`src/rtl/qpio_pkg.sv`:
```
// package: register offsets, reset values, bit positions and carrier structs for the ports
package qpio_pkg;
  localparam logic [7:0] QPIO_ADDR_PORT0 = 8'h80;
  localparam logic [7:0] QPIO_ADDR_PORT1 = 8'h90;
  localparam logic [7:0] QPIO_ADDR_PORT2 = 8'hA0;
  localparam logic [7:0] QPIO_ADDR_PORT3 = 8'hB0;
  localparam logic [7:0] QPIO_RST_ONES   = 8'hFF;
  localparam logic [7:0] QPIO_ALL_ONES   = 8'hFF;
  localparam logic [7:0] QPIO_ALL_ZERO   = 8'h00;
  // port 2 alternate bit positions
  localparam int QPIO_P2_SCLK   = 0;
  localparam int QPIO_P2_MOSI   = 1;
  localparam int QPIO_P2_MISO   = 2;
  localparam int QPIO_P2_SS     = 3;
  localparam int QPIO_P2_TIMER2_EXTERNAL_CONTROL   = 4;
  localparam int QPIO_P2_PWMA   = 5;
  localparam int QPIO_P2_PWMB   = 6;
  localparam int QPIO_P2_PWM_ALT_CLOCK_IN = 7;

  // core-side register access; one strobe per kind
  typedef struct packed {
    logic       wr_latch;
    logic       rd_latch;
    logic       rd_pin;
    logic       bit_op;
    logic [2:0] bit_sel;
    logic       bit_val;
    logic [7:0] addr;
    logic [7:0] wdata;
  } qpio_req_s;

  // pin-facing outputs for one port
  typedef struct packed {
    logic [7:0] out;
    logic [7:0] oe;
  } qpio_pad_s;

  // external memory cycle from the core
  typedef struct packed {
    logic        active;
    logic        data_phase;
    logic        data_drive;
    logic [23:0] addr;
    logic [7:0]  wdata;
  } qpio_xmem_s;
endpackage : qpio_pkg

```
`src/rtl/qpio_ports.sv`:
```
// four 8-bit parallel ports: latches, read paths, pin drivers and alternate functions
module qpio_ports
  import qpio_pkg::*;
(
  input  wire logic              clk_sys_i,
  input  wire logic              rst_i,
  input  wire qpio_pkg::qpio_req_s  req_i,
  output logic [7:0]             rdata_o,
  output logic                   rvalid_o,
  input  wire qpio_pkg::qpio_xmem_s xmem_i,
  output logic [7:0]             xmem_rdata_o,
  input  wire logic [7:0]        p0_pin_i,
  input  wire logic [7:0]        p1_pin_i,
  input  wire logic [7:0]        p2_pin_i,
  input  wire logic [7:0]        p3_pin_i,
  output qpio_pkg::qpio_pad_s    p0_pad_o,
  output qpio_pkg::qpio_pad_s    p2_pad_o,
  output qpio_pkg::qpio_pad_s    p3_pad_o,
  output logic [7:0]             p1_analog_sel_o,
  output logic [7:0]             p1_digital_o,
  input  wire logic              spi_en_i,
  input  wire logic              spi_sclk_i,
  input  wire logic              spi_mosi_i,
  output logic                   spi_miso_o,
  output logic                   spi_ss_o,
  output logic                   timer_c_clock_input_o,
  output logic                   timer2_external_control_o,
  input  wire logic              pwm_en_i,
  input  wire logic              pwm_output_a_i,
  input  wire logic              pwm_output_b_i,
  output logic                   pwm_alt_clock_in_o,
  input  wire logic              uart_tx_i,
  output logic                   uart_rx_o,
  output logic                   external_interrupt_a_o,
  output logic                   external_interrupt_b_o,
  output logic                   timer_a_count_input_o,
  output logic                   timer_b_count_input_o,
  input  wire logic              xmem_wr_strobe_i,
  input  wire logic              xmem_rd_strobe_i
);
  import qpio_pkg::*;

  // ----------------------------------------------------------------
  // helpers
  // ----------------------------------------------------------------
  // byte rewritten with one bit replaced, for single-bit instructions
  function automatic logic [7:0] qpio_set_bit(input logic [7:0] b, input logic [2:0] s,
                                              input logic v);
    logic [7:0] r;
    r    = b;
    r[s] = v;
    return r;
  endfunction

  function automatic logic qpio_hit(input qpio_req_s r, input logic [7:0] a);
    return r.addr == a;
  endfunction

  // ----------------------------------------------------------------
  // pin synchronisers
  // ----------------------------------------------------------------
  logic [7:0] p0_s1_q, p0_s2_q;
  logic [7:0] p1_s1_q, p1_s2_q;
  logic [7:0] p2_s1_q, p2_s2_q;
  logic [7:0] p3_s1_q, p3_s2_q;

  // two stages each; only the second stage is read downstream
  always_ff @(posedge clk_sys_i)
  begin
    if (rst_i)
    begin
      p0_s1_q <= QPIO_ALL_ONES;
      p0_s2_q <= QPIO_ALL_ONES;
      p1_s1_q <= QPIO_ALL_ZERO;
      p1_s2_q <= QPIO_ALL_ZERO;
      p2_s1_q <= QPIO_ALL_ONES;
      p2_s2_q <= QPIO_ALL_ONES;
      p3_s1_q <= QPIO_ALL_ONES;
      p3_s2_q <= QPIO_ALL_ONES;
    end
    else
    begin
      p0_s1_q <= p0_pin_i;
      p0_s2_q <= p0_s1_q;
      p1_s1_q <= p1_pin_i;
      p1_s2_q <= p1_s1_q;
      p2_s1_q <= p2_pin_i;
      p2_s2_q <= p2_s1_q;
      p3_s1_q <= p3_pin_i;
      p3_s2_q <= p3_s1_q;
    end
  end

  // ----------------------------------------------------------------
  // port latches
  // ----------------------------------------------------------------
  logic [7:0] p0_q, p1_q, p2_q, p3_q;
  logic [7:0] p0_d, p1_d, p2_d, p3_d;

  // a bit op merges into the stored latch byte, never the pin value
  always_comb
  begin
    p0_d = p0_q;
    p1_d = p1_q;
    p2_d = p2_q;
    p3_d = p3_q;
    if (req_i.wr_latch)
    begin
      if (qpio_hit(req_i, QPIO_ADDR_PORT0))
        p0_d = req_i.bit_op ? qpio_set_bit(p0_q, req_i.bit_sel, req_i.bit_val)
                            : req_i.wdata;
      if (qpio_hit(req_i, QPIO_ADDR_PORT1))
        p1_d = req_i.bit_op ? qpio_set_bit(p1_q, req_i.bit_sel, req_i.bit_val)
                            : req_i.wdata;
      if (qpio_hit(req_i, QPIO_ADDR_PORT2))
        p2_d = req_i.bit_op ? qpio_set_bit(p2_q, req_i.bit_sel, req_i.bit_val)
                            : req_i.wdata;
      if (qpio_hit(req_i, QPIO_ADDR_PORT3))
        p3_d = req_i.bit_op ? qpio_set_bit(p3_q, req_i.bit_sel, req_i.bit_val)
                            : req_i.wdata;
    end
    // external cycle wins over a core write so the bus never sees a low latch
    if (xmem_i.active)
      p0_d = QPIO_ALL_ONES;
  end

  // latch state; port 1 ones mean analog at power-on
  always_ff @(posedge clk_sys_i)
  begin
    if (rst_i)
    begin
      p0_q <= QPIO_RST_ONES;
      p1_q <= QPIO_RST_ONES;
      p2_q <= QPIO_RST_ONES;
      p3_q <= QPIO_RST_ONES;
    end
    else
    begin
      p0_q <= p0_d;
      p1_q <= p1_d;
      p2_q <= p2_d;
      p3_q <= p3_d;
    end
  end

  // ----------------------------------------------------------------
  // read path
  // ----------------------------------------------------------------
  // rmw instructions must strobe rd_latch; rd_pin gives synchronised pins
  always_ff @(posedge clk_sys_i)
  begin
    if (rst_i)
    begin
      rdata_o  <= QPIO_ALL_ZERO;
      rvalid_o <= 1'b0;
    end
    else
    begin
      rvalid_o <= req_i.rd_latch | req_i.rd_pin;
      rdata_o  <= QPIO_ALL_ZERO;
      if (req_i.rd_latch)
      begin
        case (req_i.addr)
          QPIO_ADDR_PORT0: rdata_o <= p0_q;
          QPIO_ADDR_PORT1: rdata_o <= p1_q;
          QPIO_ADDR_PORT2: rdata_o <= p2_q;
          QPIO_ADDR_PORT3: rdata_o <= p3_q;
          default:         rdata_o <= QPIO_ALL_ZERO;
        endcase
      end
      else if (req_i.rd_pin)
      begin
        case (req_i.addr)
          QPIO_ADDR_PORT0: rdata_o <= p0_s2_q;
          QPIO_ADDR_PORT1: rdata_o <= p1_s2_q;
          QPIO_ADDR_PORT2: rdata_o <= p2_s2_q;
          QPIO_ADDR_PORT3: rdata_o <= p3_s2_q;
          default:         rdata_o <= QPIO_ALL_ZERO;
        endcase
      end
    end
  end

  // ----------------------------------------------------------------
  // pin drivers
  // ----------------------------------------------------------------
  logic [7:0] p2_src, p3_src;

  // alternate sources; idle port 3 outputs sit high so the latch alone decides; enabled port 2 alternates replace the latch bit
  always_comb
  begin
    p2_src                 = p2_q;
    p3_src                 = QPIO_ALL_ONES;
    if (spi_en_i)
    begin
      p2_src[QPIO_P2_SCLK] = spi_sclk_i;
      p2_src[QPIO_P2_MOSI] = spi_mosi_i;
      p2_src[QPIO_P2_MISO] = 1'b1;
      p2_src[QPIO_P2_SS]   = 1'b1;
    end
    if (pwm_en_i)
    begin
      p2_src[QPIO_P2_PWMA] = pwm_output_a_i;
      p2_src[QPIO_P2_PWMB] = pwm_output_b_i;
    end
    p3_src[1]              = uart_tx_i;
    p3_src[6]              = xmem_wr_strobe_i;
    p3_src[7]              = xmem_rd_strobe_i;
  end

  // registered drivers; pull-up pins are modelled as drive-low only
  always_ff @(posedge clk_sys_i)
  begin
    if (rst_i)
    begin
      p0_pad_o        <= '0;
      p2_pad_o        <= '{out: QPIO_ALL_ONES, oe: QPIO_ALL_ZERO};
      p3_pad_o        <= '{out: QPIO_ALL_ONES, oe: QPIO_ALL_ZERO};
      p1_analog_sel_o <= QPIO_RST_ONES;
      p1_digital_o    <= QPIO_ALL_ZERO;
      xmem_rdata_o    <= QPIO_ALL_ZERO;
    end
    else
    begin
      if (xmem_i.active)
      begin
        // push-pull from the multiplexed bus, no external pull-ups needed
        p0_pad_o.out <= xmem_i.data_phase ? xmem_i.wdata : xmem_i.addr[7:0];
        p0_pad_o.oe  <= (xmem_i.data_phase && !xmem_i.data_drive) ? QPIO_ALL_ZERO
                                                                   : QPIO_ALL_ONES;
        p2_pad_o.out <= xmem_i.data_phase ? xmem_i.addr[23:16] : xmem_i.addr[15:8];
        p2_pad_o.oe  <= QPIO_ALL_ONES;
      end
      else
      begin
        p0_pad_o.out <= QPIO_ALL_ZERO;
        p0_pad_o.oe  <= ~p0_q;
        p2_pad_o.out <= QPIO_ALL_ZERO;
        p2_pad_o.oe  <= ~p2_src;
      end
      p3_pad_o.out    <= QPIO_ALL_ZERO;
      p3_pad_o.oe     <= ~(p3_q & p3_src);
      // port 1 never drives; latch picks analog or digital per bit
      p1_analog_sel_o <= p1_q;
      p1_digital_o    <= p1_s2_q & ~p1_q;
      xmem_rdata_o    <= p0_s2_q;
    end
  end

  // ----------------------------------------------------------------
  // alternate inputs
  // ----------------------------------------------------------------
  // port 3 inputs see the pin only while the latch is one, otherwise a forced zero; port 2 inputs take the pin ungated
  always_ff @(posedge clk_sys_i)
  begin
    if (rst_i)
    begin
      spi_miso_o                <= 1'b1;
      spi_ss_o                  <= 1'b1;
      timer_c_clock_input_o     <= 1'b1;
      timer2_external_control_o <= 1'b1;
      pwm_alt_clock_in_o        <= 1'b1;
      uart_rx_o                 <= 1'b1;
      external_interrupt_a_o    <= 1'b1;
      external_interrupt_b_o    <= 1'b1;
      timer_a_count_input_o     <= 1'b1;
      timer_b_count_input_o     <= 1'b1;
    end
    else
    begin
      spi_miso_o                <= p2_s2_q[QPIO_P2_MISO];
      spi_ss_o                  <= p2_s2_q[QPIO_P2_SS];
      timer_c_clock_input_o     <= p2_s2_q[QPIO_P2_SS];
      timer2_external_control_o <= p2_s2_q[QPIO_P2_TIMER2_EXTERNAL_CONTROL];
      pwm_alt_clock_in_o        <= p2_s2_q[QPIO_P2_PWM_ALT_CLOCK_IN];
      uart_rx_o                 <= p3_s2_q[0] & p3_q[0];
      external_interrupt_a_o    <= p3_s2_q[2] & p3_q[2];
      external_interrupt_b_o    <= p3_s2_q[3] & p3_q[3];
      timer_a_count_input_o     <= p3_s2_q[4] & p3_q[4];
      timer_b_count_input_o     <= p3_s2_q[5] & p3_q[5];
    end
  end
endmodule // qpio_ports

```
`config.mk`:
```
export PLATFORM = sky130hd
export DESIGN_NAME = qpio_ports
export DESIGN_NICKNAME = d
export VERILOG_FILES = /design/src/rtl/qpio_pkg.sv /design/src/rtl/qpio_ports.sv
export SDC_FILE = /design/constraint.sdc
export NUM_CORES = 1
export LEC_CHECK = 0
export ABC_AREA = 1
export BUFFER_PORTS_ARGS = -buffer_cell sky130_fd_sc_hd__buf_2
export CAP_MARGIN = 20
export CORE_ASPECT_RATIO = 0.7
export CORE_MARGIN = 3
export CORE_UTILIZATION = 51
export CTS_CLUSTER_DIAMETER = 80
export DETAILED_ROUTE_END_ITERATION = 10
export GPL_TIMING_DRIVEN = 0
export PLACE_DENSITY = 0.89
export SYNTH_ARGS = -nofsm -noshare
export SYNTH_HDL_FRONTEND = slang
export SYNTH_SLANG_ARGS = --single-unit
```
`constraint.sdc`:
```
create_clock -name clk_sys_i -period 1.43 [get_ports clk_sys_i]
set_input_delay 0.2145 -clock clk_sys_i [delete_from_list [all_inputs] [get_ports clk_sys_i]]
set_output_delay 0.2145 -clock clk_sys_i [all_outputs]
set_load 0.05 [all_outputs]
```
==> results list, run 1 <==
- After detailed routing, the total wire length is 19500 um.
- Commonest cells after routing, fill and taps aside: buf_2, dfxtp_1, nand2_1
* Sequential-to-total area share from yosys stat: 55.1%
- The first global-routing pass estimated 30700 um of wire.
* Time the worst path needs with I/O delays and setup: 1400 ps
- Counting the buffers created by CTS gives 17.
* Cell Area, Synth: 0.00651 sq mm
- Transition time at the pin with the least slew margin: 742 ps
- Routability-driven placement finished with a final weighted congestion of 1.02.
- Vias in the first global route: 6273
- In this run, the number of DRC markers left after iteration 0 of detailed routing was 836.
- Each instance of the synthesized netlist takes up on average 8.18 sq um.
- In this run the power density over the cells is 1260 mW/mm^2.
- Root Driver: clkbuf_16
- Largest net degree at the start of global routing: 17
- Derived from the worst setup path, the maximum achievable clock frequency is 0.716 GHz.
* Filler cell count in the final layout: 931
* Gate count after technology mapping: 795
- Start point of the critical path: p3_pad_o[14]
- The H-tree was split into 4 levels.
- Clock skew on the completed layout was measured at 7.61 ps.
* Setup slack of the worst register-to-register path: 360 ps
- The core region is 0.0121 sq mm.
- In this run the worst path has a maximum fanout of 8.
- Count of pins on the block boundary: 193
* Max rail drop VDD: 0.919 mV
- For this run, the total global-route usage over all layers was measured as 27.8%.
* Worst flop-to-flop path startpoint: p3_s2_q[4]
- The worst hold path belongs to the class input port to flop.
- Once layout is complete, the cells apart from fillers number 1207.
- Register-to-Register Path Depth: 4
- The design draws 0.0108 W.
* Effective utilization at floorplan: 53.8%
- Min-Delay Path Depth: 3
- Endpoint of the worst register-to-register path: rdata_o[4]
* Hold Path Sink: p1_s1_q[6]
* Min Hold Slack: 12.2 ps
* Count of buffers inserted at the top-level ports: 191
- Of all flip-flops after synthesis, the portion carrying an async set or reset was 0%.
- Fraction of layout cells with a size suffix above 1: 30.4%
- Critical Setup Path Class: flop to primary output
- Registers take 0.00358 sq mm.
* Post-synthesis cell type count: 29
- CTS tree: yes
* Number of nets in the synthesized netlist: 897
- Max capacitance violation total: 0
* Post-detailed-route count of antenna-violating nets: 0
* Half-perimeter wire length after detailed placement: 13800 um
- Die ar.: 0.0142 sq mm
* Pre-Repair DR Iteration Count: 7
- Relative max-transition margin: 50.4%
- Counting flops and latches in the post-synthesis netlist gives 179.
- Leaving out fill and tap cells, the most frequent cell in the layout is buf_2.
- The analysis attributes to cell leakage a power of 4.27 nW.
* Die Width: 141 um
- Count of flip-flops with a built-in enable after synthesis: 0
- Post-place setup slack: -179 ps
- Nature of the critical path startpoint: flop
- CTS saw 179 sinks.
* Most used flip-flop cell after synthesis: dfxtp_1
* Antenna violations before repair: 0
- The flow ran to the end, and the final reports show no timing, DRC or antenna violations.
* Register clock-pin slew on the reported worst setup and hold paths: 70 ps
* Final net count: 1140
- Area growth from synthesis to layout: 31.6%
* Count of pins over their slew limit: 0
* Max Buffers Root-to-Sink: 2
- Site Rows: 33
- Share of the cycle needed by the critical path after routing: 97.7%
* Final core area utilization: 70.8%
* Total inserted antenna cells: 0
* Number of failing hold endpoints at the final stage: 0
- Routed vias/inst: 5.30
- Avg WL per Cell: 16.2 um
- STA puts the critical path data required time at 1220 ps.
- In the routed design, unresolved DRC markers number 0.
- Once placement completed, the tool counted placed cells totaling 1143.
* Vias after detailed routing: 6403
* Worst Hold Launch: p1_pin_i[6]
- During synthesis, Yosys emitted a total of 0 warnings.
- Setup violations remaining at the end of the flow were counted as 0.
- Sum of overflow across all layers after global routing: 0
- Least setup slack across all paths after layout: 33.5 ps
* Die extent in y: 101 um
- Data arrives at the worst endpoint at 1180 ps.
- Area of the multi-input gates: 0.00237 sq mm
- Clock latency on the worst-skew pair, taken at its later pin, is 430 ps.
- STA classifies the critical path endpoint as a primary output.
* Top flop regs: p0_pad_o (16), p2_pad_o (16), p3_pad_o (9)
-- cells by family (layout without fill, tap and decap cells) --
logic type,after synthesis,after routing,synth area share (%)
AND/OR/NAND/NOR,388,388,28.2
flip-flops,179,179,55.1
buffers and inverters,126,381,8.56
AO/OA/AOI/OAI,102,102,8.17
-- Yosys cell counts, drive strengths merged, types with 8 or more instances --
library cell / n / area, sq um
dfxtp: 179 / 3580
nand2: 126 / 503
nand3: 103 / 521
nor2: 97 / 433
inv: 85 / 319
o21ai: 55 / 275
or2: 54 / 338
a21oi: 34 / 170
buf: 23 / 166
clkbuf: 17 / 67.6
nor3: 8 / 40.0
o22ai: 8 / 50.1
-- metrics by stage --
stage,cell area (sq um),TNS [ps]
2_1_floorplan,6510,0
3_3_place_gp,7660,-3950
3_5_place_dp,7660,-6270
4_1_cts,8540,0
5_1_grt,8560,-13.1
6_report,8560,0
-- timing repair --
item	CTS	global route
buffers inserted	0	0
hold endpoints to repair	33	0
gates resized for setup	1	7
endpoints found under the setup margin	7	7
pin swaps	0	0
hold buffers	33	0
-- power by group --
part | internal, W | switching, W | total [W]
logic | 0.000385 | 0.000780 | 0.00117
registers | 0.00515 | 0.0000589 | 0.00521
clock network | 0.00243 | 0.00195 | 0.00438
total | 0.00797 | 0.00279 | 0.0108
-- metal layers --
metal  share of wire, %  track usage [%]  vias up
li1                   -                -     3001
met2                 47             46.0      404
met4                2.8             11.2        0
met3                 12             9.25       69
met1                 38             33.6     2929
met5                  0                0        -
-- worst max-delay path: stages (launching register included) --
cell      delay, ps
dfxtp_2         400
buf_4           130
clkbuf_4        220
-- cell type report --
class / count / area share (%)
flip-flops and latches: 179 / 41.9
multi-input cells: 490 / 27.6
repair buffers: 224 / 15.2
clock buffers: 19 / 5.17
inverters: 86 / 3.77
plain buffers: 40 / 2.73
well taps: 157 / 2.29
clock inverters: 12 / 1.27
-- how the worst max path moves through the flow --
stage / to / slack [ps] / depth (start not counted)
3_5_place_dp: p0_pad_o[9] / -180 / 5
4_1_cts: p3_pad_o[14] / 10 / 2
6_report: p3_pad_o[13] / 30 / 2
2_1_floorplan: p3_pad_o[10] / 200 / 1
5_1_grt: p3_pad_o[13] / -10 / 2
3_3_place_gp: timer_b_count_input_o / -160 / 5
Note: power is estimated with default switching activity, not from simulation.
==> inputs of run 2 (changes only) <==
==> constraint.sdc (replaced) <==
create_clock -name clk_sys_i -period 1.43 [get_ports clk_sys_i]
set_input_delay 0.143 -clock clk_sys_i [delete_from_list [all_inputs] [get_ports clk_sys_i]]
set_output_delay 0.143 -clock clk_sys_i [all_outputs]
set_load 0.05 [all_outputs]
==> run 2 against run 1 <==
  * Sequential cell count did not move
  * First-iteration DRC count rose by 9.0%
  * Total power rose by 0.72%
  * Clock power barely moved
==> results list, run 2 (synthesized netlist as in run 1, its figures left out) <==
- Count of pins over their slew limit: 0
- Adding up every negative setup slack in the final design gives 0 ps.
* CTS tree: yes
* Post-CTS setup repair buffer count: 0
* Total inserted antenna cells: 0
- After routing the design area is 0.00882 sq mm.
- On the final layout, the worst clock skew is 7.71 ps.
- Data arrives at the worst endpoint at 1230 ps.
- Relative to the synthesized area, the layout overhead comes to 35.6%.
- After the first detailed-routing iteration, the DRC count stood at 911.
- Half-perimeter wire length after detailed placement: 13800 um
* Leakage power: 4.38 nW
* Residual DRC count: 0
* Root Driver: clkbuf_16
- Transition time at the pin with the least slew margin: 749 ps
- Counting along the longest clock path gives a buffer depth of 2.
- The die is 101 um tall.
* Met2 track utilization from global routing: 48.6%
* Site Rows: 33
- At the later pin of the worst-skew pair, clock insertion delay measures 420 ps.
* Gpl congestion: 1.02
* Die ar.: 0.0142 sq mm
- Count of pins on the block boundary: 193
* Total instance count after detailed placement: 1143
* Number of failing hold endpoints at the final stage: 0
- Vias in the first global route: 6591
* Top flop regs: p0_pad_o (16), p2_pad_o (16), p3_pad_o (9)
- The worst path meets setup with 55.0 ps of slack.
- Largest net degree at the start of global routing: 17
* Min Hold Slack: 6.47 ps
- The H-tree generated during clock tree synthesis spans 4 levels.
- Post-detailed-route count of antenna-violating nets: 0
- The worst pin sits at a relative slew slack of 49.9%.
* Share of the cycle needed by the critical path after routing: 96.2%
* Total Routing Usage GR: 29.3%
* Routed vias/inst: 5.38
- Time the worst path needs with I/O delays and setup: 1380 ps
* Effective utilization at floorplan: 53.8%
- In this run the cell area measured after placement is 0.00766 sq mm.
- The final route contains 6642 vias.
* Final net count: 1168
- Global-route wire length before repair: 32400 um
* CP required: 1290 ps
- Most Used Layer, Global Route: met2
- Power density of the placed cells: 1230 mW/mm^2
- The worst setup path is captured at a primary output.
- Commonest cells after routing, fill and taps aside: buf_2, dfxtp_1, nand2_1
* Min-Delay Path Class: input port to flop
- Avg WL per Cell: 16.6 um
* Routed wire length: 20500 um
* Met3 Usage GRT: 9.20%
- Core region area: 0.0121 sq mm
- Sum of overflow across all layers after global routing: 0
* Antenna violations before repair: 0
* Count of buffers inserted at the top-level ports: 191
- Critical Path Fanout Max: 8
- The worst register-to-register path has a setup slack of 360 ps.
- The worst setup path is launched from a flop.
- Critical Setup Path Class: flop to primary output
- Total clock buffers created by CTS: 17
- Max capacitance violation total: 0
* Register clock-pin slew on the reported worst setup and hold paths: 70 ps
- Fraction of layout cells with a size suffix above 1: 29.6%
* Post-place setup slack: -108 ps
* Post-route insts no fill: 1235
* Most common cell after layout, fill and taps aside: buf_2
* Pre-Repair DR Iteration Count: 6
* GR met1 Demand/Resource: 34.8%
- Run status: complete, no violations
* Die Width: 141 um
* Clock tree sinks: 179
* Setup violation total in the final timing report: 0
- Timing would allow up to 0.727 GHz.
- Max rail drop VDD: 0.912 mV
* Unrepaired setup endpoints after global routing: no
==> run 2: cell types whose count changed in the layout (fill, tap and decap cells not counted) <==
cell and delta:
dlygate4sd3_1 +28, buf_2 +7, clkbuf_4 -7
==> run 2: what timing repair did <==
action / CTS / global route
resized for setup: 1 / 0
hold buffers: 61 / 0
hold endpoints to repair: 52 / 0
setup endpoints to repair: 7 / 0
==> run 2: final timing paths <==
kind	startpoint	endpoint	depth (start not counted)
setup / recovery	p3_pad_o[14]	p3_pad_o[15]	2
hold / removal	spi_mosi_i	p2_pad_o[1]	4
setup reg to reg	p3_s2_q[4]	rdata_o[4]	4
hold reg to reg	p0_s1_q[6]	p0_s2_q[6]	1
==> run 2: critical path: stages (launching register included) <==
cell	delay, ps
dfxtp_2	400
buf_4	130
buf_2	270
==> run 2: per-layer routing <==
layer | vias to the layer above | routed length, um
li1 | 3054 | -
met1 | 3062 | 7840
met2 | 424 | 9590
met3 | 102 | 2240
met4 | 0 | 881
met5 | - | 0
==> run 2: final cells by class <==
type,count,area [sq um]
buffer,40,234
multi-input combinational,490,2370
tap,157,196
clock buffer,19,443
inverter,86,323
timing repair buffer,252,1570
sequential,179,3580
fill,873,3280
clock inverter,12,109
==> run 2: power breakdown <==
| group | internal (W) | total [W] | switching [W] |
|---|---|---|---|
| Sequential | 0.00515 | 0.00521 | 0.0000587 |
| Clock | 0.00244 | 0.00439 | 0.00196 |
| Combinational | 0.000430 | 0.00123 | 0.000803 |
| Total | 0.00802 | 0.0108 | 0.00282 |
==> run 2: through the flow <==
| step | util (%) | total power, W |
|---|---|---|
| 2_1_floorplan | - | 0.00601 |
| 3_3_place_gp | 63.3 | 0.00636 |
| 3_5_place_dp | 63.3 | 0.00638 |
| 4_1_cts | 72.9 | 0.0108 |
| 5_1_grt | 72.9 | 0.0112 |
| 6_report | 72.9 | 0.0108 |
